File: src/rtl/adcct_defines.svh
// register offsets, field positions, reset values and timing counts of the converter control
`ifndef ADCCT_DEFINES_SVH
`define ADCCT_DEFINES_SVH

// register offsets (index on the plain register port)
`define ADCCT_OFS_CTRL_ONE   4'h0
`define ADCCT_OFS_CTRL_TWO   4'h1
`define ADCCT_OFS_CTRL_THREE 4'h2
`define ADCCT_OFS_STATUS     4'h3
`define ADCCT_OFS_MASK       4'h4
`define ADCCT_OFS_RESULT_A   4'h5
`define ADCCT_OFS_RESULT_B   4'h6
`define ADCCT_OFS_STATE      4'h7

// converter_control_one fields
`define ADCCT_CHAN_LSB  0
`define ADCCT_CHAN_MSB  3
`define ADCCT_CONV_LSB  4
`define ADCCT_CONV_MSB  7
`define ADCCT_ACQ_LSB   8
`define ADCCT_ACQ_MSB   11

// converter_control_two fields
`define ADCCT_EVA_EN_BIT 0
`define ADCCT_EVB_EN_BIT 1
`define ADCCT_EXT_EN_BIT 2
`define ADCCT_SW_START_BIT 15

// converter_control_three fields
`define ADCCT_MODE_BIT   0
`define ADCCT_DIV_LSB    1
`define ADCCT_DIV_MSB    4
`define ADCCT_POWER_BIT  5
`define ADCCT_BGREF_LSB  6
`define ADCCT_BGREF_MSB  7

// status and mask bits
`define ADCCT_ST_RES_A   0
`define ADCCT_ST_RES_B   1
`define ADCCT_ST_OVERRUN 2

// reset values
`define ADCCT_RST_CTRL_ONE   16'h0000
`define ADCCT_RST_CTRL_TWO   16'h0000
`define ADCCT_RST_CTRL_THREE 16'h0000
`define ADCCT_RST_MASK       3'h0

// timing counts in converter-clock half periods
`define ADCCT_TRIG_HALF   5'h05
`define ADCCT_LAT_A_HALF  8
`define ADCCT_LAT_B_HALF  10
`define ADCCT_GAP_SEQ_HALF 5'h02
`define ADCCT_GAP_SIM_HALF 5'h04
// system clocks from result write to flag
`define ADCCT_FLAG_DELAY  2

`endif

File: src/rtl/adcct_pkg.sv
// types shared by the converter control modules
package adcct_pkg;

  typedef enum logic [1:0] {ST_IDLE, ST_DELAY, ST_HOLD, ST_GAP} adcct_state_e;

  typedef struct packed {
    logic [3:0] cnt;
    logic       tick;
    logic       level;
  } adcct_div_s;

  typedef struct packed {
    logic [15:0]  ctrl_one;
    logic [15:0]  ctrl_two;
    logic [15:0]  ctrl_three;
    logic [2:0]   status;
    logic [2:0]   mask;
    logic [11:0]  result_a;
    logic [11:0]  result_b;
    logic [15:0]  rdata;
    adcct_state_e state;
    logic [4:0]   hcnt;
    logic [3:0]   left;
    logic         sh;
    logic [9:0]   dline;
    logic [1:0]   flag_a;
    logic [1:0]   flag_b;
    logic [5:0]   ph;
  } adcct_ctl_s;

endpackage : adcct_pkg

File: src/rtl/adcct_clkdiv.sv
// converter clock divider: half-period enable pulses and the clock level
module adcct_clkdiv
  import adcct_pkg::*;
#(
  parameter int W = 4
) (
  // clock and reset
  input  wire logic         clock,
  input  wire logic         reset,
  // half period in system clocks, minus one
  input  wire logic [W-1:0] half_count,
  // outputs
  output logic              half_tick,
  output logic              converter_clock
);

  adcct_div_s s;
  adcct_div_s n;

  // count system clocks; every half period toggles the level and pulses the enable
  always_comb begin
    n      = s;
    n.tick = 1'b0;
    if (s.cnt >= half_count) begin
      n.cnt   = 4'h0;
      n.tick  = 1'b1;
      n.level = ~s.level;
    end else begin
      n.cnt = s.cnt + 4'h1;
    end
  end

  always_ff @(posedge clock) begin
    if (reset) begin
      s <= '0;
    end else begin
      s <= n;
    end
  end

  assign half_tick       = s.tick;
  assign converter_clock = s.level;

endmodule : adcct_clkdiv

File: src/rtl/adcct_ctrl.sv
// converter control: power bits, triggers, sample/hold timing, result writes, flags
//
// How it works
// - one write may clear band-gap, reference and power bits together.
// - mode bit 0 samples one channel, 1 samples a channel pair.
// - sixteen selectable input channels, sampled singly or as a pair.
// - conversion starts on event unit, software or external start trigger.
// - sequential mode converts selected channel once per hold pulse, sampled at fall.
// - hold pulse lasts one plus acquisition setting converter clocks, setting in bits 8-11.
// - sampling begins two and a half converter clocks after the trigger.
// - sequential result lands four clocks after sampling, then every two plus setting.
// - simultaneous mode converts one pair per hold pulse, both sampled at fall.
// - pair results land at four and five clocks, then every three plus setting.
// - interrupt flags rise a few system clocks after the result write.
// - twelve-bit results through a four-stage pipeline; conversions overlap.
//
// Local design decisions: the register addresses and strobed register access.
`include "adcct_defines.svh"

module adcct_ctrl
  import adcct_pkg::*;
(
  // clock and reset
  input  wire logic        clock,
  input  wire logic        reset,
  // register port
  input  wire logic [3:0]  reg_addr,
  input  wire logic [15:0] reg_wdata,
  input  wire logic        reg_write,
  input  wire logic        reg_read,
  output logic [15:0]      reg_rdata,
  // start triggers
  input  wire logic [1:0]  event_manager_units,
  input  wire logic        external_start_conversion,
  // analog core
  output logic [1:0]       bandgap_reference_enable,
  output logic             converter_power_on,
  output logic             converter_clock,
  output logic             sample_hold,
  output logic [3:0]       channel_select,
  output logic             sampling_mode_select,
  input  wire logic [11:0] conv_data_a,
  input  wire logic [11:0] conv_data_b,
  // interrupt
  output logic             interrupt
);

  adcct_ctl_s s;
  adcct_ctl_s n;
  logic       h;
  logic       trig;
  logic       write_a;
  logic       write_b;
  logic [2:0] set_bits;
  logic [2:0] clr_bits;
  logic [5:0] hold_half;
  logic [4:0] gap_half;

  // half-period enables of the converter clock, rate from control three
  adcct_clkdiv #(
    .W (4)
  ) u_div (
    .clock           (clock),
    .reset           (reset),
    .half_count      (s.ctrl_three[`ADCCT_DIV_MSB:`ADCCT_DIV_LSB]),
    .half_tick       (h),
    .converter_clock (converter_clock)
  );

  // hold pulse in half periods: 2*(1+acq); six bits so that 32 half periods do not wrap
  assign hold_half = {1'b0, s.ctrl_one[`ADCCT_ACQ_MSB:`ADCCT_ACQ_LSB], 1'b0} + 6'h02;
  assign gap_half  = s.ctrl_three[`ADCCT_MODE_BIT] ? `ADCCT_GAP_SIM_HALF
                                                    : `ADCCT_GAP_SEQ_HALF;

  // any enabled start source; ignored while the converter is powered down
  assign trig = s.ctrl_three[`ADCCT_POWER_BIT] &&
                ((reg_write && reg_addr == `ADCCT_OFS_CTRL_TWO &&
                  reg_wdata[`ADCCT_SW_START_BIT]) ||
                 (event_manager_units[0] && s.ctrl_two[`ADCCT_EVA_EN_BIT]) ||
                 (event_manager_units[1] && s.ctrl_two[`ADCCT_EVB_EN_BIT]) ||
                 (external_start_conversion && s.ctrl_two[`ADCCT_EXT_EN_BIT]));

  // result writes: taps of the sample delay line, B only in simultaneous mode
  assign write_a = h && s.dline[`ADCCT_LAT_A_HALF-1];
  assign write_b = h && s.dline[`ADCCT_LAT_B_HALF-1] &&
                   s.ctrl_three[`ADCCT_MODE_BIT];

  // flags come from the delayed write strobes; overrun is a trigger during a run
  assign set_bits = {trig && s.state != ST_IDLE,
                     s.flag_b[`ADCCT_FLAG_DELAY-1],
                     s.flag_a[`ADCCT_FLAG_DELAY-1]};
  assign clr_bits = (reg_write && reg_addr == `ADCCT_OFS_STATUS) ? reg_wdata[2:0] : 3'h0;

  // next state of registers, sequencer, delay line and flags
  always_comb begin
    n          = s;
    n.rdata    = 16'h0000;
    // register writes
    if (reg_write) begin
      unique case (reg_addr)
        `ADCCT_OFS_CTRL_ONE: begin
          n.ctrl_one = {4'h0, reg_wdata[11:0]};
        end
        `ADCCT_OFS_CTRL_TWO: begin
          n.ctrl_two = {13'h0000, reg_wdata[2:0]}; // start bit is write-only
        end
        `ADCCT_OFS_CTRL_THREE: begin
          n.ctrl_three = {8'h00, reg_wdata[7:0]};
        end
        `ADCCT_OFS_MASK: begin
          n.mask = reg_wdata[2:0];
        end
        default: begin
        end
      endcase
    end
    // set wins over a write-one clear in the same cycle
    n.status = (s.status & ~clr_bits) | set_bits;
    // read data stand only in the cycle after the strobe
    if (reg_read) begin
      unique case (reg_addr)
        `ADCCT_OFS_CTRL_ONE:   n.rdata = s.ctrl_one;
        `ADCCT_OFS_CTRL_TWO:   n.rdata = s.ctrl_two;
        `ADCCT_OFS_CTRL_THREE: n.rdata = s.ctrl_three;
        `ADCCT_OFS_STATUS:     n.rdata = {13'h0000, s.status};
        `ADCCT_OFS_MASK:       n.rdata = {13'h0000, s.mask};
        `ADCCT_OFS_RESULT_A:   n.rdata = {4'h0, s.result_a};
        `ADCCT_OFS_RESULT_B:   n.rdata = {4'h0, s.result_b};
        `ADCCT_OFS_STATE:      n.rdata = {14'h0000, s.sh, s.state != ST_IDLE};
        default:               n.rdata = 16'h0000;
      endcase
    end
    // results captured from the pipeline output on the write strobes
    if (write_a) begin
      n.result_a = conv_data_a;
    end
    if (write_b) begin
      n.result_b = conv_data_b;
    end
    n.flag_a = {s.flag_a[0], write_a};
    n.flag_b = {s.flag_b[0], write_b};
    // sample delay line advances each half period; holds several samples in flight
    if (h) begin
      n.dline = {s.dline[8:0], 1'b0};
    end
    // sequencer, counted in converter-clock half periods
    unique case (s.state)
      ST_IDLE: begin
        if (trig) begin
          n.state = ST_DELAY;
          n.hcnt  = `ADCCT_TRIG_HALF - 5'h01;
          n.left  = s.ctrl_one[`ADCCT_CONV_MSB:`ADCCT_CONV_LSB];
        end
      end
      ST_DELAY: begin
        if (h) begin
          if (s.hcnt == 5'h00) begin
            n.state = ST_HOLD;
            n.sh    = 1'b1;
            n.hcnt  = 5'(hold_half - 6'h01);
          end else begin
            n.hcnt = s.hcnt - 5'h01;
          end
        end
      end
      ST_HOLD: begin
        if (h) begin
          if (s.hcnt == 5'h00) begin
            // falling edge of the hold pulse is the sampling instant
            n.sh       = 1'b0;
            n.dline[0] = 1'b1;
            if (s.left == 4'h0) begin
              n.state = ST_IDLE;
            end else begin
              n.state = ST_GAP;
              n.left  = s.left - 4'h1;
              n.hcnt  = gap_half - 5'h01;
            end
          end else begin
            n.hcnt = s.hcnt - 5'h01;
          end
        end
      end
      ST_GAP: begin
        if (h) begin
          if (s.hcnt == 5'h00) begin
            n.state = ST_HOLD;
            n.sh    = 1'b1;
            n.hcnt  = 5'(hold_half - 6'h01);
          end else begin
            n.hcnt = s.hcnt - 5'h01;
          end
        end
      end
    endcase
    // powering down aborts a run; samples in flight are dropped too
    if (!s.ctrl_three[`ADCCT_POWER_BIT]) begin
      n.state = ST_IDLE;
      n.sh    = 1'b0;
      n.dline = 10'h000;
    end
    // half periods spent in the current state, read by the checks below
    n.ph = (n.state != s.state) ? 6'h00 : s.ph + {5'h00, h};
  end

  always_ff @(posedge clock) begin
    if (reset) begin
      s            <= '0;
      s.ctrl_one   <= `ADCCT_RST_CTRL_ONE;
      s.ctrl_two   <= `ADCCT_RST_CTRL_TWO;
      s.ctrl_three <= `ADCCT_RST_CTRL_THREE;
      s.mask       <= `ADCCT_RST_MASK;
      s.state      <= ST_IDLE;
    end else begin
      s <= n;
    end
  end

  // outputs to the analog core; waits are left to software
  assign bandgap_reference_enable = s.ctrl_three[`ADCCT_BGREF_MSB:`ADCCT_BGREF_LSB];
  assign converter_power_on       = s.ctrl_three[`ADCCT_POWER_BIT];
  assign sampling_mode_select     = s.ctrl_three[`ADCCT_MODE_BIT];
  // in pair mode only the low three bits pick A0/B0..A7/B7
  assign channel_select = s.ctrl_three[`ADCCT_MODE_BIT] ?
                          {1'b0, s.ctrl_one[2:0]} :
                          s.ctrl_one[`ADCCT_CHAN_MSB:`ADCCT_CHAN_LSB];
  assign sample_hold    = s.sh;
  assign reg_rdata      = s.rdata;
  assign interrupt      = |(s.status & s.mask);
endmodule : adcct_ctrl

File: config.mk
export PLATFORM = sky130hd
export DESIGN_NAME = adcct_ctrl
export DESIGN_NICKNAME = d
export VERILOG_FILES = /design/src/rtl/adcct_pkg.sv /design/src/rtl/adcct_clkdiv.sv /design/src/rtl/adcct_ctrl.sv
export VERILOG_INCLUDE_DIRS = /design/src /design/src/rtl
export SDC_FILE = /design/constraint.sdc
export NUM_CORES = 1
export LEC_CHECK = 0
export CAP_MARGIN = 15
export CORE_MARGIN = 2
export CORE_UTILIZATION = 53
export CTS_CLUSTER_SIZE = 10
export DETAILED_ROUTE_END_ITERATION = 12
export DONT_BUFFER_PORTS = 1
export HOLD_SLACK_MARGIN = 0.06
export PLACE_DENSITY = 0.66
export REMOVE_ABC_BUFFERS = 1
export SYNTH_ARGS = -nofsm -noshare
export SYNTH_HDL_FRONTEND = slang
export SYNTH_SLANG_ARGS = --single-unit
export TNS_END_PERCENT = 30
File: constraint.sdc
create_clock -name clock -period 2.4 [get_ports clock]
set_input_delay 0.72 -clock clock [delete_from_list [all_inputs] [get_ports clock]]
set_output_delay 0.72 -clock clock [all_outputs]
set_load 0.05 [all_outputs]
Yosys cells after proc, flatten, opt, wreduce, memory -nomap -nowiden
Cells that the tools add are included.
{"block": "classes", "addsub": 6, "magnitude_cmp": 1, "eq_ne": 17, "mux": 24, "bitwise_logic": 7, "n_reduce_logical": 34}
{"op": "case mux 12 bit (8 select lines)", "n": 1}
{"op": "case mux 7 bit (3 select lines)", "n": 1}
{"op": "== test 4 x 3 -> 1 bit (second input constant)", "n": 4}
{"op": "two-way mux 5 bit", "n": 3}
{"op": "AND reduction 5 bit", "n": 3}
{"op": "two-way mux 12 bit", "n": 1}
{"op": "logical AND 1 bit", "n": 11}
{"op": "two-way mux 11 bit", "n": 1}
{"op": "subtractor 5 x 1 -> 5 bit (second input constant)", "n": 2}
{"op": "two-way mux 9 bit", "n": 1}
{"op": "== test 4 x 2 -> 1 bit (second input constant)", "n": 2}
{"op": "zero test 4 bit", "n": 2}
{"op": "two-way mux 2 bit", "n": 4}
{"op": "case mux 4 bit (2 select lines)", "n": 1}
{"op": "AND reduction 2 bit", "n": 4}
{"op": "OR reduction 2 bit", "n": 4}
{"op": "two-way mux 7 bit", "n": 1}
{"op": "bitwise AND 3 bit", "n": 2}
{"op": "two-way mux 1 bit", "n": 6}
{"op": "two-way mux 3 bit", "n": 2}
{"op": "inequality test 2 x 1 -> 1 bit (second input constant)", "n": 3}
{"op": "inequality test 2 bit (second input constant)", "n": 3}
{"op": "nonzero test 2 bit", "n": 3}
{"op": "adder 5 x 2 -> 5 bit (second input constant)", "n": 1}
{"op": "other kinds (18)", "n": 23}
{"block": "word_totals", "register_bits": 101, "inputBits": 51, "out_inout_bits": 27}

Logic depth before layout (Yosys ltp)
Gate-level depths: netlist (run 1).
{"block": "depth", "ltp_word": 9, "depth_mapped": 7, "ltp_nobuf": 7}

By module
A second synthesis (run 1) with hierarchy kept.
{"block": "unflattened", "hier_cells": 525, "area_unflattened_um2": 4463.0}
{"module": "adcct_ctrl", "n_inst": 1, "cells_per_inst": 492, "area_each_um2": 4139.0}
{"module": "adcct_clkdiv", "n_inst": 1, "cells_per_inst": 33, "area_each_um2": 324.1}

Worst setup path after synthesis (run 1)
OpenSTA, ideal clock, no wires.
{"block": "synth_path", "kind": "flip-flop to output port", "startpoint": "register s, in the netlist sampling_mode_select", "endpoint": "output port channel_select[3]", "t_arrival_ps": 1274, "required_time_ps": 1680, "setup_slack_ps": 406, "path_stages_with_launch": 2, "n_path_buf": 0, "cell_sequence": "dfxtp_1 -> nor2b_1"}
{"block": "synth_via", "elab_chain_len": 1}
{"element": "from (decl)", "line": "adcct_ctrl.sv:48", "source": "adcct_ctl_s s;"}
{"element": "from (signal assigned)", "line": "adcct_ctrl.sv:215", "source": "s <= n;"}
{"element": "two-way mux 4 bit", "line": "adcct_ctrl.sv:224", "source": "assign channel_select = s.ctrl_three[`ADCCT_MODE_BIT] ?"}
{"element": "to (decl)", "line": "adcct_ctrl.sv:40", "source": "output logic [3:0] channel_select,"}
No other way between the ends.

Worst setup path after layout (run 1)
{"block": "layout_path", "startpoint": "register s[77] in the netlist's numbering", "endpoint": "output port interrupt"}
{"block": "layout_via", "elab_chain_len": 2}
{"element": "bitwise AND 3 bit", "line": "adcct_ctrl.sv:229", "source": "assign interrupt = |(s.status & s.mask);"}
{"element": "OR reduction 3 bit", "line": "adcct_ctrl.sv:229"}
{"element": "to (decl)", "line": "adcct_ctrl.sv:45", "source": "output logic interrupt"}
No other way between the ends.

==> results of run 1 <==
==> synth_stat cells, types with 5 or more instances <==
cell        n  area, sq um
buf_4      21          158
nor3_1      7         35.0
nand3_1    13         65.1
a22oi_1     9         67.6
o21ai_0     8         40.0
clkbuf_1   19         71.3
ha_1        7         87.6
a21oi_1    69          345
inv_1      13         48.8
dfxtp_1    97         1940
nor2_1     40          150
and2_1      5         31.3
mux2i_1    18          180
mux2_2      6         67.6
buf_2       5         25.0
nand2_1   110          413
a22o_1      5         43.8
nor2b_1     7         43.8
==> flip-flops by register name (all words and copies together), names as in the netlist, 2 cells and up, named ones only <==
register,count
reg_rdata,12
u_div.s,4
n,2
bandgap_reference_enable,2
s,71
==> power by group through the flow <==
| stage | Combinational [W] | Clock [W] | Sequential [W] |
|---|---|---|---|
| final | 0.0000951 | 0.000985 | 0.00164 |
| after global routing | 0.000104 | 0.00108 | 0.00164 |
| after CTS | 0.0000954 | 0.00101 | 0.00164 |
| after detailed placement | 0.0000952 | 0 | 0.00167 |
| after global placement | 0.0000935 | 0 | 0.00167 |
| after floorplan | 0.0000669 | 0 | 0.00168 |
==> logic make-up (layout without fill, tap and decap cells) <==
logic type      Yosys count  count (layout)  synth area share
compound gates          109             109             0.154
other cells               1               4          0.000868
simple gates            209             209             0.221
buf+inv                  62              37            0.0735
xor+xnor                  4               4           0.00811
mux                      27              27            0.0730
flops                    97              97             0.449
fa+ha+maj                 7               7            0.0203
==> metal layers <==
metal	wire length, microns	vias to the layer above	share of wire
li1	-	1682	-
met1	4340	1628	0.43
met2	4840	104	0.48
met3	672	15	0.067
met4	180	0	0.018
met5	0	-	0
==> worst max-delay path by stage <==
| stage | start | to | cells past startpoint |
|---|---|---|---|
| floorplan | reg_addr[2] | s[22]$_SDFFE_PP0P_ | 5 |
| global placement | event_manager_units[0] | s[24]$_SDFFE_PP0P_ | 5 |
| detailed placement | event_manager_units[0] | s[21]$_SDFFE_PP0P_ | 5 |
| CTS | s[77]$_SDFF_PP0_ | interrupt | 2 |
| global route | s[21]$_SDFFE_PP0P_ | s[21]$_SDFFE_PP0P_ | 7 |
| finish | s[77]$_SDFF_PP0_ | interrupt | 2 |
==> layout by cell type, fill, tap and decap left out, types with 2 or more instances in the layout <==
cell type | synthesis | final
nand3_1 | 13 | 13
a222oi_1 | 3 | 3
nor4b_1 | 2 | 2
a211oi_1 | 3 | 3
o21ai_0 | 8 | 8
a22o_1 | 5 | 5
xor2_1 | 2 | 2
xnor2_1 | 2 | 2
and3_1 | 4 | 4
ha_1 | 7 | 7
nand2b_1 | 4 | 4
nor3b_1 | 4 | 4
inv_1 | 13 | 13
mux4_2 | 3 | 3
and2_1 | 5 | 5
clkbuf_8 | 0 | 10
buf_4 | 21 | 9
mux2i_1 | 18 | 18
dfxtp_1 | 97 | 97
conb_1 | 1 | 4
a21oi_1 | 69 | 69
mux2_2 | 6 | 6
nand2_1 | 110 | 110
nor2_1 | 40 | 40
nor2b_1 | 7 | 7
nor3_1 | 7 | 7
a22oi_1 | 9 | 9
a311oi_1 | 2 | 2
==> through the flow <==
step / util / cell area [sq um]
after floorplan: - / 4060
after global placement: 0.546 / 4260
final: 0.568 / 4440
after global routing: 0.568 / 4440
after CTS: 0.568 / 4440
after detailed placement: 0.546 / 4260
==> cell type report <==
type                       instances  area [sq um]
fill                             752          3370
multi-input combinational        360          2070
sequential                        97          1940
clock buffer                      11           141
tap                              102           128
timing repair buffer               9          67.6
inverter                          13          48.8
clock inverter                     4          36.3
==> worst max-delay path, stage by stage, from the launching register on <==
cell and delay (ps):
dfxtp_1 350, a222oi_1 380, inv_1 300
==> key figures, run 1 <==
Detailed routing
  – Vias per std cell: 5.75
  – Post-route ant nets: 0
  – DR iter-0 viols: 232
  – DR DRC count: 0
  – Final wirelength: 10,000 microns
  – Vias post-DR: 3,429
  – DRT Pass-1 Iters: 5
  – Routed len/inst: 16.8 microns

Timing
  – RSZ-0062 raised after global routing: no
  – Fin crit share: 0.881
  – # setup viols final: 0
  – Min Tclk post-route: 2110 ps
  – Fin Clk Skew: 10.6 ps
  – Hold violation count in the final report: 0
  – Setup TNS: 0 ps
  – Max-slew headroom: 0.605
  – Peak Freq: 0.473 GHz
  – PnR worst setup slack: 285 ps
  – Final worst hold slack: 422 ps
  – Worst-margin pin slew: 592 ps
  – Pins Over Slew Limit: 0

Global routing
  – Total global-route track usage: 0.241
  – Global routing's busiest layer: met2
  – Remaining global-route overflow: 0
  – Antenna violations before repair: 0
  – Met3 usage: 0.0546
  – Number of global-route vias before repair: 3,250
  – GR met2 Demand/Resource: 0.375
  – Largest net degree at the start of global routing: 77
  – M1 GR Usage: 0.329
  – First-pass GRT wire length: 16,400 microns

Setup path
  – Reg2reg setup slack: 510 ps
  – CP Launch Type: flip-flop
  – Worst Setup Path Type: reg -> out
  – Worst r2r src: s[21]$_SDFFE_PP0P_
  – Critical Path Sink Type: primary output
  – FF-to-FF End: s[21]$_SDFFE_PP0P_
  – Worst R2R Path Depth: 7
  – Crit-path max FO: 3
  – WP data required: 1680 ps
  – Data arrival, critical path: 1390 ps

Logic synthesis
  – Post-synth EDFFs: 0
  – Cell Area, Synth: 4320 sq um
  – Register area share after synthesis: 0.449
  – Register bit total from synthesis: 97
  – Gate Count Post-Synth: 516
  – Top FF cell, synth: dfxtp_1
  – Asr flop ratio synth: 0
  – Cell variety after synth: 53
  – Syn Area/Cell: 8.38 sq um
  – Ys Warns: 0

Hold path
  – End of the worst hold path: u_div.s[4]$_SDFF_PP0_
  – Hold Startpoint: reset
  – Worst hold path cell count: 1
  – Hold Crit Class: in -> reg

Floorplanning
  – Overall die height: 94.3 microns
  – Area of the die: 8890 sq um
  – Core Area: 7810 sq um
  – Starting Density: 0.554
  – Chip width: 94.3 microns
  – I/O pin count: 78
  – Row cnt: 32

Pwr
  – Int Power: 0.00206 W
  – Part of the power in registers: 0.602
  – Net Sw Frac: 0.240
  – Maximum vdd drop: 0.268 mV
  – P per Cell Area: 612 nW/um^2
  – Clock power frac: 0.363
  – Pwr Total: 0.00272 W
  – Logic pwr share: 0.035
  – Pleak: 1.53 nW
  – Switching pwr: 0.000652 W

Outcome
  – Status: completed

Clocking
  – Root Buffer: clkbuf_8
  – Cts bufs inserted: 9
  – Post-CTS setup buffers: 0
  – # clock sinks: 97
  – Later-pin clock latency in the skew report: 360 ps
  – Clock-pin transition on the worst setup and hold timing paths: 90 ps
  – Hold-fix buffers at CTS: 0
  – Post-CTS sizing: 0
  – CTS max path bufs: 2
  – CTS tree: yes
  – # H-tree levels: 3

Final layout
  – Nets: 548
  – Layout overhead on the synthesized area: 2.66%
  – Final Non-Filler Cells: 596
  – Share of layout cells above drive strength 1: 0.0810
  – N_diodes: 0

Place
  – Inst Count DP: 581
  – DP Wirelength: 7100 microns
  – Place WS: 323 ps
  – Port Buffers: 0
  – Routability congestion estimate: 0.877

Job
  – Max_cap viols: 0
No activity file was read; power rests on OpenSTA's default activity.
==> run 2: changes to the inputs <==
Settings changed: ABC_AREA set to 1, CORE_ASPECT_RATIO set to 1.4, HOLD_SLACK_MARGIN 0.06 to not set.
==> key figures, run 2 <==
Setup path
  – Worst r2r src: u_div.half_tick$_SDFF_PP0_
  – Crit-path cells: nand2_1, nand3_1
  – Data arrival, critical path: 1170 ps (-220 ps)
  – WP data required: 1680 ps (about the same)
  – Worst R2R Path Depth: 8 (+1)
  – Reg2reg setup slack: 650 ps (+140 ps)
  – Crit-path max FO: 3 (unchanged)
  – FF-to-FF End: s[24]$_SDFFE_PP0P_
  – Critical Path Sink Type: primary output
  – Worst Setup Path Type: reg -> out
  – Crit path max-delay cell type: nand3_1
  – CP Launch Type: flip-flop
  – Crit path largest cell delay: 420 ps (+40 ps)

Detailed routing
  – Met1 WL: 4300 microns (-0.94%)
  – Routed wl met2: 5290 microns (+9.4%)
  – Routed len/inst: 15.2 microns (-9.7%)
  – DR WL met3: 429 microns (-36%)
  – Final wirelength: 10,200 microns (+1.5%)
  – Vias per std cell: 5.38 (-6.4%)
  – DRT Pass-1 Iters: 6 (+1)
  – DR iter-0 viols: 168 (-28%)
  – DR top layer: met4
  – Post-route ant nets: 0 (unchanged)
  – DR DRC count: 0 (unchanged)
  – Vias post-DR: 3,607 (+5.2%)

Logic synthesis
  – Largest area contributor in the netlist: dfxtp_1
  – Area contributors post-synth: dfxtp_1 44%, a21oi_1 7.4%, nand2_1 6.9%, o21ai_0 6.7%, inv_1 6.6%
  – Adder-Cell Fraction of Synth Area: 0.0199 (-0.000408)
  – Post-synth top area share: 0.440 (-0.00905)
  – Cell Area, Synth: 4410 sq um (+2.1%)
  – Register bit total from synthesis: 97 (unchanged)
  – Asr flop ratio synth: 0 (unchanged)
  – Post-synthesis mux area share: 0 (-0.0730)
  – Register area share after synthesis: 0.440 (-0.00905)
  – Simple-gate area share of the yosys netlist: 0.215 (-0.00558)
  – Ys Warns: 0 (unchanged)
  – Post-synth EDFFs: 0 (unchanged)
  – Cell variety after synth: 39 (-26%)
  – Synth top cells by count: 97 x dfxtp_1, 81 x nand2_1, 78 x inv_1, 65 x a21oi_1, 65 x nor2_1
  – Main combinational cell family by area after synthesis: simple AND/OR/NAND/NOR gates
  – Xor/xnor share of the synthesized area: 0.00596 (-0.00215)
  – Syn Area/Cell: 7.58 sq um (-9.5%)
  – Most common cell in the netlist: dfxtp_1
  – Top FF cell, synth: dfxtp_1
  – Synth Area in Compound Gates: 0.186 (+0.0324)
  – Gate Count Post-Synth: 582 (+13%)

Final layout
  – Reg with most FFs: s
  – Share of layout cells above drive strength 1: 0.0863 (+0.00530)
  – Most common cell after layout, fill and taps aside: dfxtp_1
  – Nets: 621 (+13%)
  – Commonest non-fill, non-tap cells in the layout: 97 x dfxtp_1, 81 x nand2_1, 78 x inv_1, 65 x nor2_1, 65 x a21oi_1
  – Fin area: 4620 sq um (+4.1%)
  – Fillers: 809 (+7.6%)
  – Post-Route Utilization: 0.570 (+0.00170)
  – Multi-input gate area: 1900 sq um (-8.3%)
  – Register Area: 1940 sq um (unchanged)
  – Layout overhead on the synthesized area: 4.68%
  – N_diodes: 0 (unchanged)
  – Number of flip-flops in the largest register: 71 (unchanged)

Hold path
  – Worst hold path cell count: 2 (+1)
  – Hold Crit Class: reg -> reg
  – Hold Startpoint: n[9]$_SDFF_PP0_
  – End of the worst hold path: s[9]$_SDFF_PP0_

Timing
  – Worst-margin pin slew: 726 ps (+134 ps)
  – Fin Clk Skew: 6.66 ps (-3.93 ps)
  – Hold violation count in the final report: 0 (unchanged)
  – Final worst hold slack: 404 ps (-17.7 ps)
  – # setup viols final: 0 (unchanged)
  – Setup TNS: 0 ps (unchanged)
  – Max-slew headroom: 0.515 (-0.0897)
  – Pins Over Slew Limit: 0 (unchanged)
  – Fin crit share: 0.789 (-0.0921)
  – Peak Freq: 0.528 GHz (+12%)
  – Min Tclk post-route: 1890 ps (-221 ps)
  – RSZ-0062 raised after global routing: no

Floorplanning
  – Area of the die: 9080 sq um (+2.1%)
  – Core Area: 8100 sq um (+3.7%)
  – Overall die height: 112 microns (+19%)
  – Starting Density: 0.544 (-0.00904)
  – Chip width: 81.1 microns (-14%)
  – Row cnt: 39 (+22%)
  – I/O pin count: 78 (unchanged)

Clocking
  – # H-tree levels: 3 (unchanged)
  – # clock sinks: 97 (unchanged)
  – Post-CTS setup buffers: 0 (unchanged)
  – CTS max path bufs: 2 (unchanged)
  – Hold-fix buffers at CTS: 0 (unchanged)
  – CTS tree: yes
  – Later-pin clock latency in the skew report: 340 ps (-20 ps)
  – Cts bufs inserted: 9 (unchanged)
  – Root Buffer: clkbuf_16
  – Clock-pin transition on the worst setup and hold timing paths: 60 ps (-30 ps)
  – Post-CTS sizing: 0 (unchanged)

Place
  – Post-DP Area: 4340 sq um (+1.9%)
  – Routability congestion estimate: 0.878 (+0.21%)
  – Port Buffers: 0 (unchanged)
  – DP Wirelength: 7530 microns (+6.1%)

Pwr
  – P per Cell Area: 673 nW/um^2 (+9.9%)
  – Maximum vdd drop: 0.440 mV (+64%)
  – Pleak: 1.81 nW (+18%)

Global routing
  – Number of global-route vias before repair: 3,426 (+5.4%)
  – Total global-route track usage: 0.237 (-0.00332)
  – Remaining global-route overflow: 0 (unchanged)
  – Antenna violations before repair: 0 (unchanged)
  – First-pass GRT wire length: 16,500 microns (+0.38%)
  – Largest net degree at the start of global routing: 34 (-56%)

Outcome
  – Status: completed

Job
  – Max_cap viols: 0 (unchanged)
==> run 2: where the power goes <==
part           total, W  internal, W  switching [W]
registers       0.00165      0.00162      0.0000238
logic          0.000123    0.0000314      0.0000918
clock network   0.00134     0.000755       0.000581
==> run 2: cell type report <==
type,instances,share of cell area
Multi-Input combinational cell,364,0.412
Clock buffer,13,0.0564
Inverter,83,0.0675
Timing Repair Buffer,8,0.0130
Sequential cell,97,0.421
Tap cell,102,0.0276
Clock inverter,3,0.00325
==> run 2: worst max-delay path by stage <==
stage	start	to	slack, ps	cells after the start
floorplan	reset	reg_rdata[10]$_SDFF_PP0_	380	5
global placement	reg_addr[2]	s[119]$_SDFFE_PP0P_	420	6
detailed placement	reg_addr[2]	s[120]$_SDFFE_PP0P_	360	6
CTS	s[76]$_SDFF_PP0_	interrupt	490	2
global route	s[76]$_SDFF_PP0_	interrupt	460	2
finish	s[76]$_SDFF_PP0_	interrupt	510	2
==> run 2: worst max-delay path, delay by kind of cell (launching register included) <==
family | cells | cell delay (ps)
simple gates | 2 | 480
flops | 1 | 350
==> run 2: metrics by stage <==
step	worst slack, ps	cells	power [W]
6_report	506	670	0.00311
5_1_grt	462	670	0.00321
4_1_cts	490	670	0.00313
3_5_place_dp	357	654	0.00181
3_3_place_gp	415	654	0.00180
2_1_floorplan	378	544	0.00177
==> run 2: logic make-up after synthesis <==
logic type	count (synthesis)
compound gates	151
xor+xnor	3
fa+ha+maj	7
buf+inv	124
flops	97
other cells	1
simple gates	199
==> run 2: routing by layer <==
| layer | up-vias | track usage |
|---|---|---|
| li1 | 1838 | - |
| met1 | 1694 | 0.283 |
| met2 | 63 | 0.412 |
| met3 | 12 | 0.0592 |
| met4 | 0 | 0.0734 |
| met5 | - | 0 |
==> run 3: changes to the inputs <==
Settings changed: PLACE_DENSITY 0.66 to 0.69.
Clock period 2.4 ns to 1.7 ns, I/O delays scaled along.
==> key figures, run 3 (synthesized netlist as in run 2, its figures left out) <==
Clocking
  – CTS max path bufs: 2 (unchanged)
  – Clock-pin transition on the worst setup and hold timing paths: 60 ps (about the same)
  – # clock sinks: 97 (unchanged)
  – Later-pin clock latency in the skew report: 340 ps (about the same)
  – # H-tree levels: 3 (unchanged)
  – CTS tree: yes
  – Cts bufs inserted: 9 (unchanged)
  – Root Buffer: clkbuf_16
  – Post-CTS setup buffers: 0 (unchanged)

Place
  – Place WS: 83.6 ps (-273 ps)
  – Inst Count DP: 667 (+2.0%)
  – DP Wirelength: 7560 microns (+0.35%)
  – Routability congestion estimate: 0.922 (+5.0%)
  – Port Buffers: 0 (unchanged)

Detailed routing
  – Post-route ant nets: 0 (unchanged)
  – Vias post-DR: 3,636 (+0.80%)
  – DR iter-0 viols: 165 (-1.8%)
  – DRT Pass-1 Iters: 4 (-2)
  – Final wirelength: 10,100 microns (-0.67%)
  – Routed len/inst: 14.8 microns (-2.6%)
  – Vias per std cell: 5.32 (-1.1%)
  – DR DRC count: 0 (unchanged)

Floorplanning
  – Row cnt: 39 (unchanged)
  – Starting Density: 0.544 (unchanged)
  – Core Area: 8100 sq um (unchanged)
  – Chip width: 81.1 microns (unchanged)
  – Area of the die: 9080 sq um (unchanged)
  – I/O pin count: 78 (unchanged)
  – Overall die height: 112 microns (unchanged)

Timing
  – Final worst hold slack: 229 ps (-175 ps)
  – RSZ-0062 raised after global routing: no
  – Fin crit share: 0.925
  – # setup viols final: 0 (unchanged)
  – Fin Clk Skew: 5.51 ps (-1.15 ps)
  – PnR worst setup slack: 127 ps (-379 ps)
  – Pins Over Slew Limit: 0 (unchanged)
  – Hold violation count in the final report: 0 (unchanged)
  – Min Tclk post-route: 1570 ps
  – Worst-margin pin slew: 586 ps (-140 ps)
  – Peak Freq: 0.636 GHz
  – Max-slew headroom: 0.609 (+0.0939)

Pwr
  – Pwr Total: 0.00442 W (+42%)
  – P per Cell Area: 933 nW/um^2 (+39%)
  – Pleak: 1.88 nW (+3.9%)
  – Maximum vdd drop: 0.772 mV (+75%)

Setup path
  – Crit-path max FO: 3 (unchanged)
  – WP data required: 1190 ps (-490 ps)
  – Data arrival, critical path: 1060 ps (-110 ps)
  – Worst Setup Path Type: reg -> out
  – CP Launch Type: flip-flop
  – Critical Path Sink Type: primary output

Final layout
  – N_diodes: 0 (unchanged)
  – Commonest non-fill, non-tap cells in the layout: 97 x dfxtp_1, 81 x nand2_1, 78 x inv_1, 65 x a21oi_1, 63 x nor2_1
  – Nets: 634 (+2.1%)
  – Final Non-Filler Cells: 683 (+1.9%)
  – Reg with most FFs: s
  – Fillers: 798 (-1.4%)
  – Number of flip-flops in the largest register: 71 (unchanged)
  – Share of layout cells above drive strength 1: 0.114 (+0.0273)
  – Most common cell after layout, fill and taps aside: dfxtp_1
  – Layout overhead on the synthesized area: 7.38%

Global routing
  – Number of global-route vias before repair: 3,524 (+2.9%)
  – Antenna violations before repair: 0 (unchanged)
  – First-pass GRT wire length: 16,600 microns (+1.1%)
  – Remaining global-route overflow: 0 (unchanged)
  – Largest net degree at the start of global routing: 34 (unchanged)
  – Total global-route track usage: 0.237 (-0.000796)

Job
  – Max_cap viols: 0 (unchanged)

Hold path
  – Hold Crit Class: in -> reg

Outcome
  – Status: completed
==> run 3: path summary, 6_finish.rpt <==
path / from / endpoint / slack (ps) / cells after the start
setup reg to reg: s[22]$_SDFFE_PP0P_ / s[24]$_SDFFE_PP0P_ / 150 / 11
hold reg to reg: n[9]$_SDFF_PP0_ / s[9]$_SDFF_PP0_ / 400 / 2
setup / recovery: s[75]$_SDFF_PP0_ / interrupt / 130 / 3
hold / removal: reset / s[77]$_SDFF_PP0_ / 230 / 1
==> run 3: report_power, final <==
part	switching, W	leakage, nW	internal (W)
combinational	0.000142	0.952	0.0000528
clock	0.000838	0.143	0.00107
sequential	0.0000212	0.783	0.00229
total	0.00100	1.88	0.00341
==> run 3: layout make-up <==
type / count / area [sq um] / area share
tap: 102 / 128 / 0.0269
multi-input combinational: 364 / 1910 / 0.404
clock inverter: 4 / 27.5 / 0.00581
sequential: 97 / 1940 / 0.410
timing repair buffer: 21 / 158 / 0.0333
inverter: 83 / 312 / 0.0658
clock buffer: 12 / 256 / 0.0542
==> run 3: worst max-delay path, stage by stage (launching register included) <==
cell and delay (ps):
dfxtp_1 370, nand2_1 70, nand3_1 80, buf_4 200
==> run 3: repair_timing <==
| action | in CTS | in global routing |
|---|---|---|
| setup endpoints to repair | 0 | 5 |
| hold buffers | 0 | 0 |
| gates resized for setup | 0 | 4 |
==> run 3: layer usage <==
metal	vias up	track usage	wire [microns]
met5	-	0	0
met4	0	0.0870	180
met3	12	0.0502	463
met2	78	0.410	5300
met1	1685	0.282	4180
li1	1861	-	-
==> run 3: metrics by stage <==
step           area, sq um  TNS [ps]  utilization
2_1_floorplan         4150      -510            -
3_3_place_gp          4440         0        0.548
3_5_place_dp          4440         0        0.548
4_1_cts               4720         0        0.583
5_1_grt               4740         0        0.585
6_report              4740         0        0.585
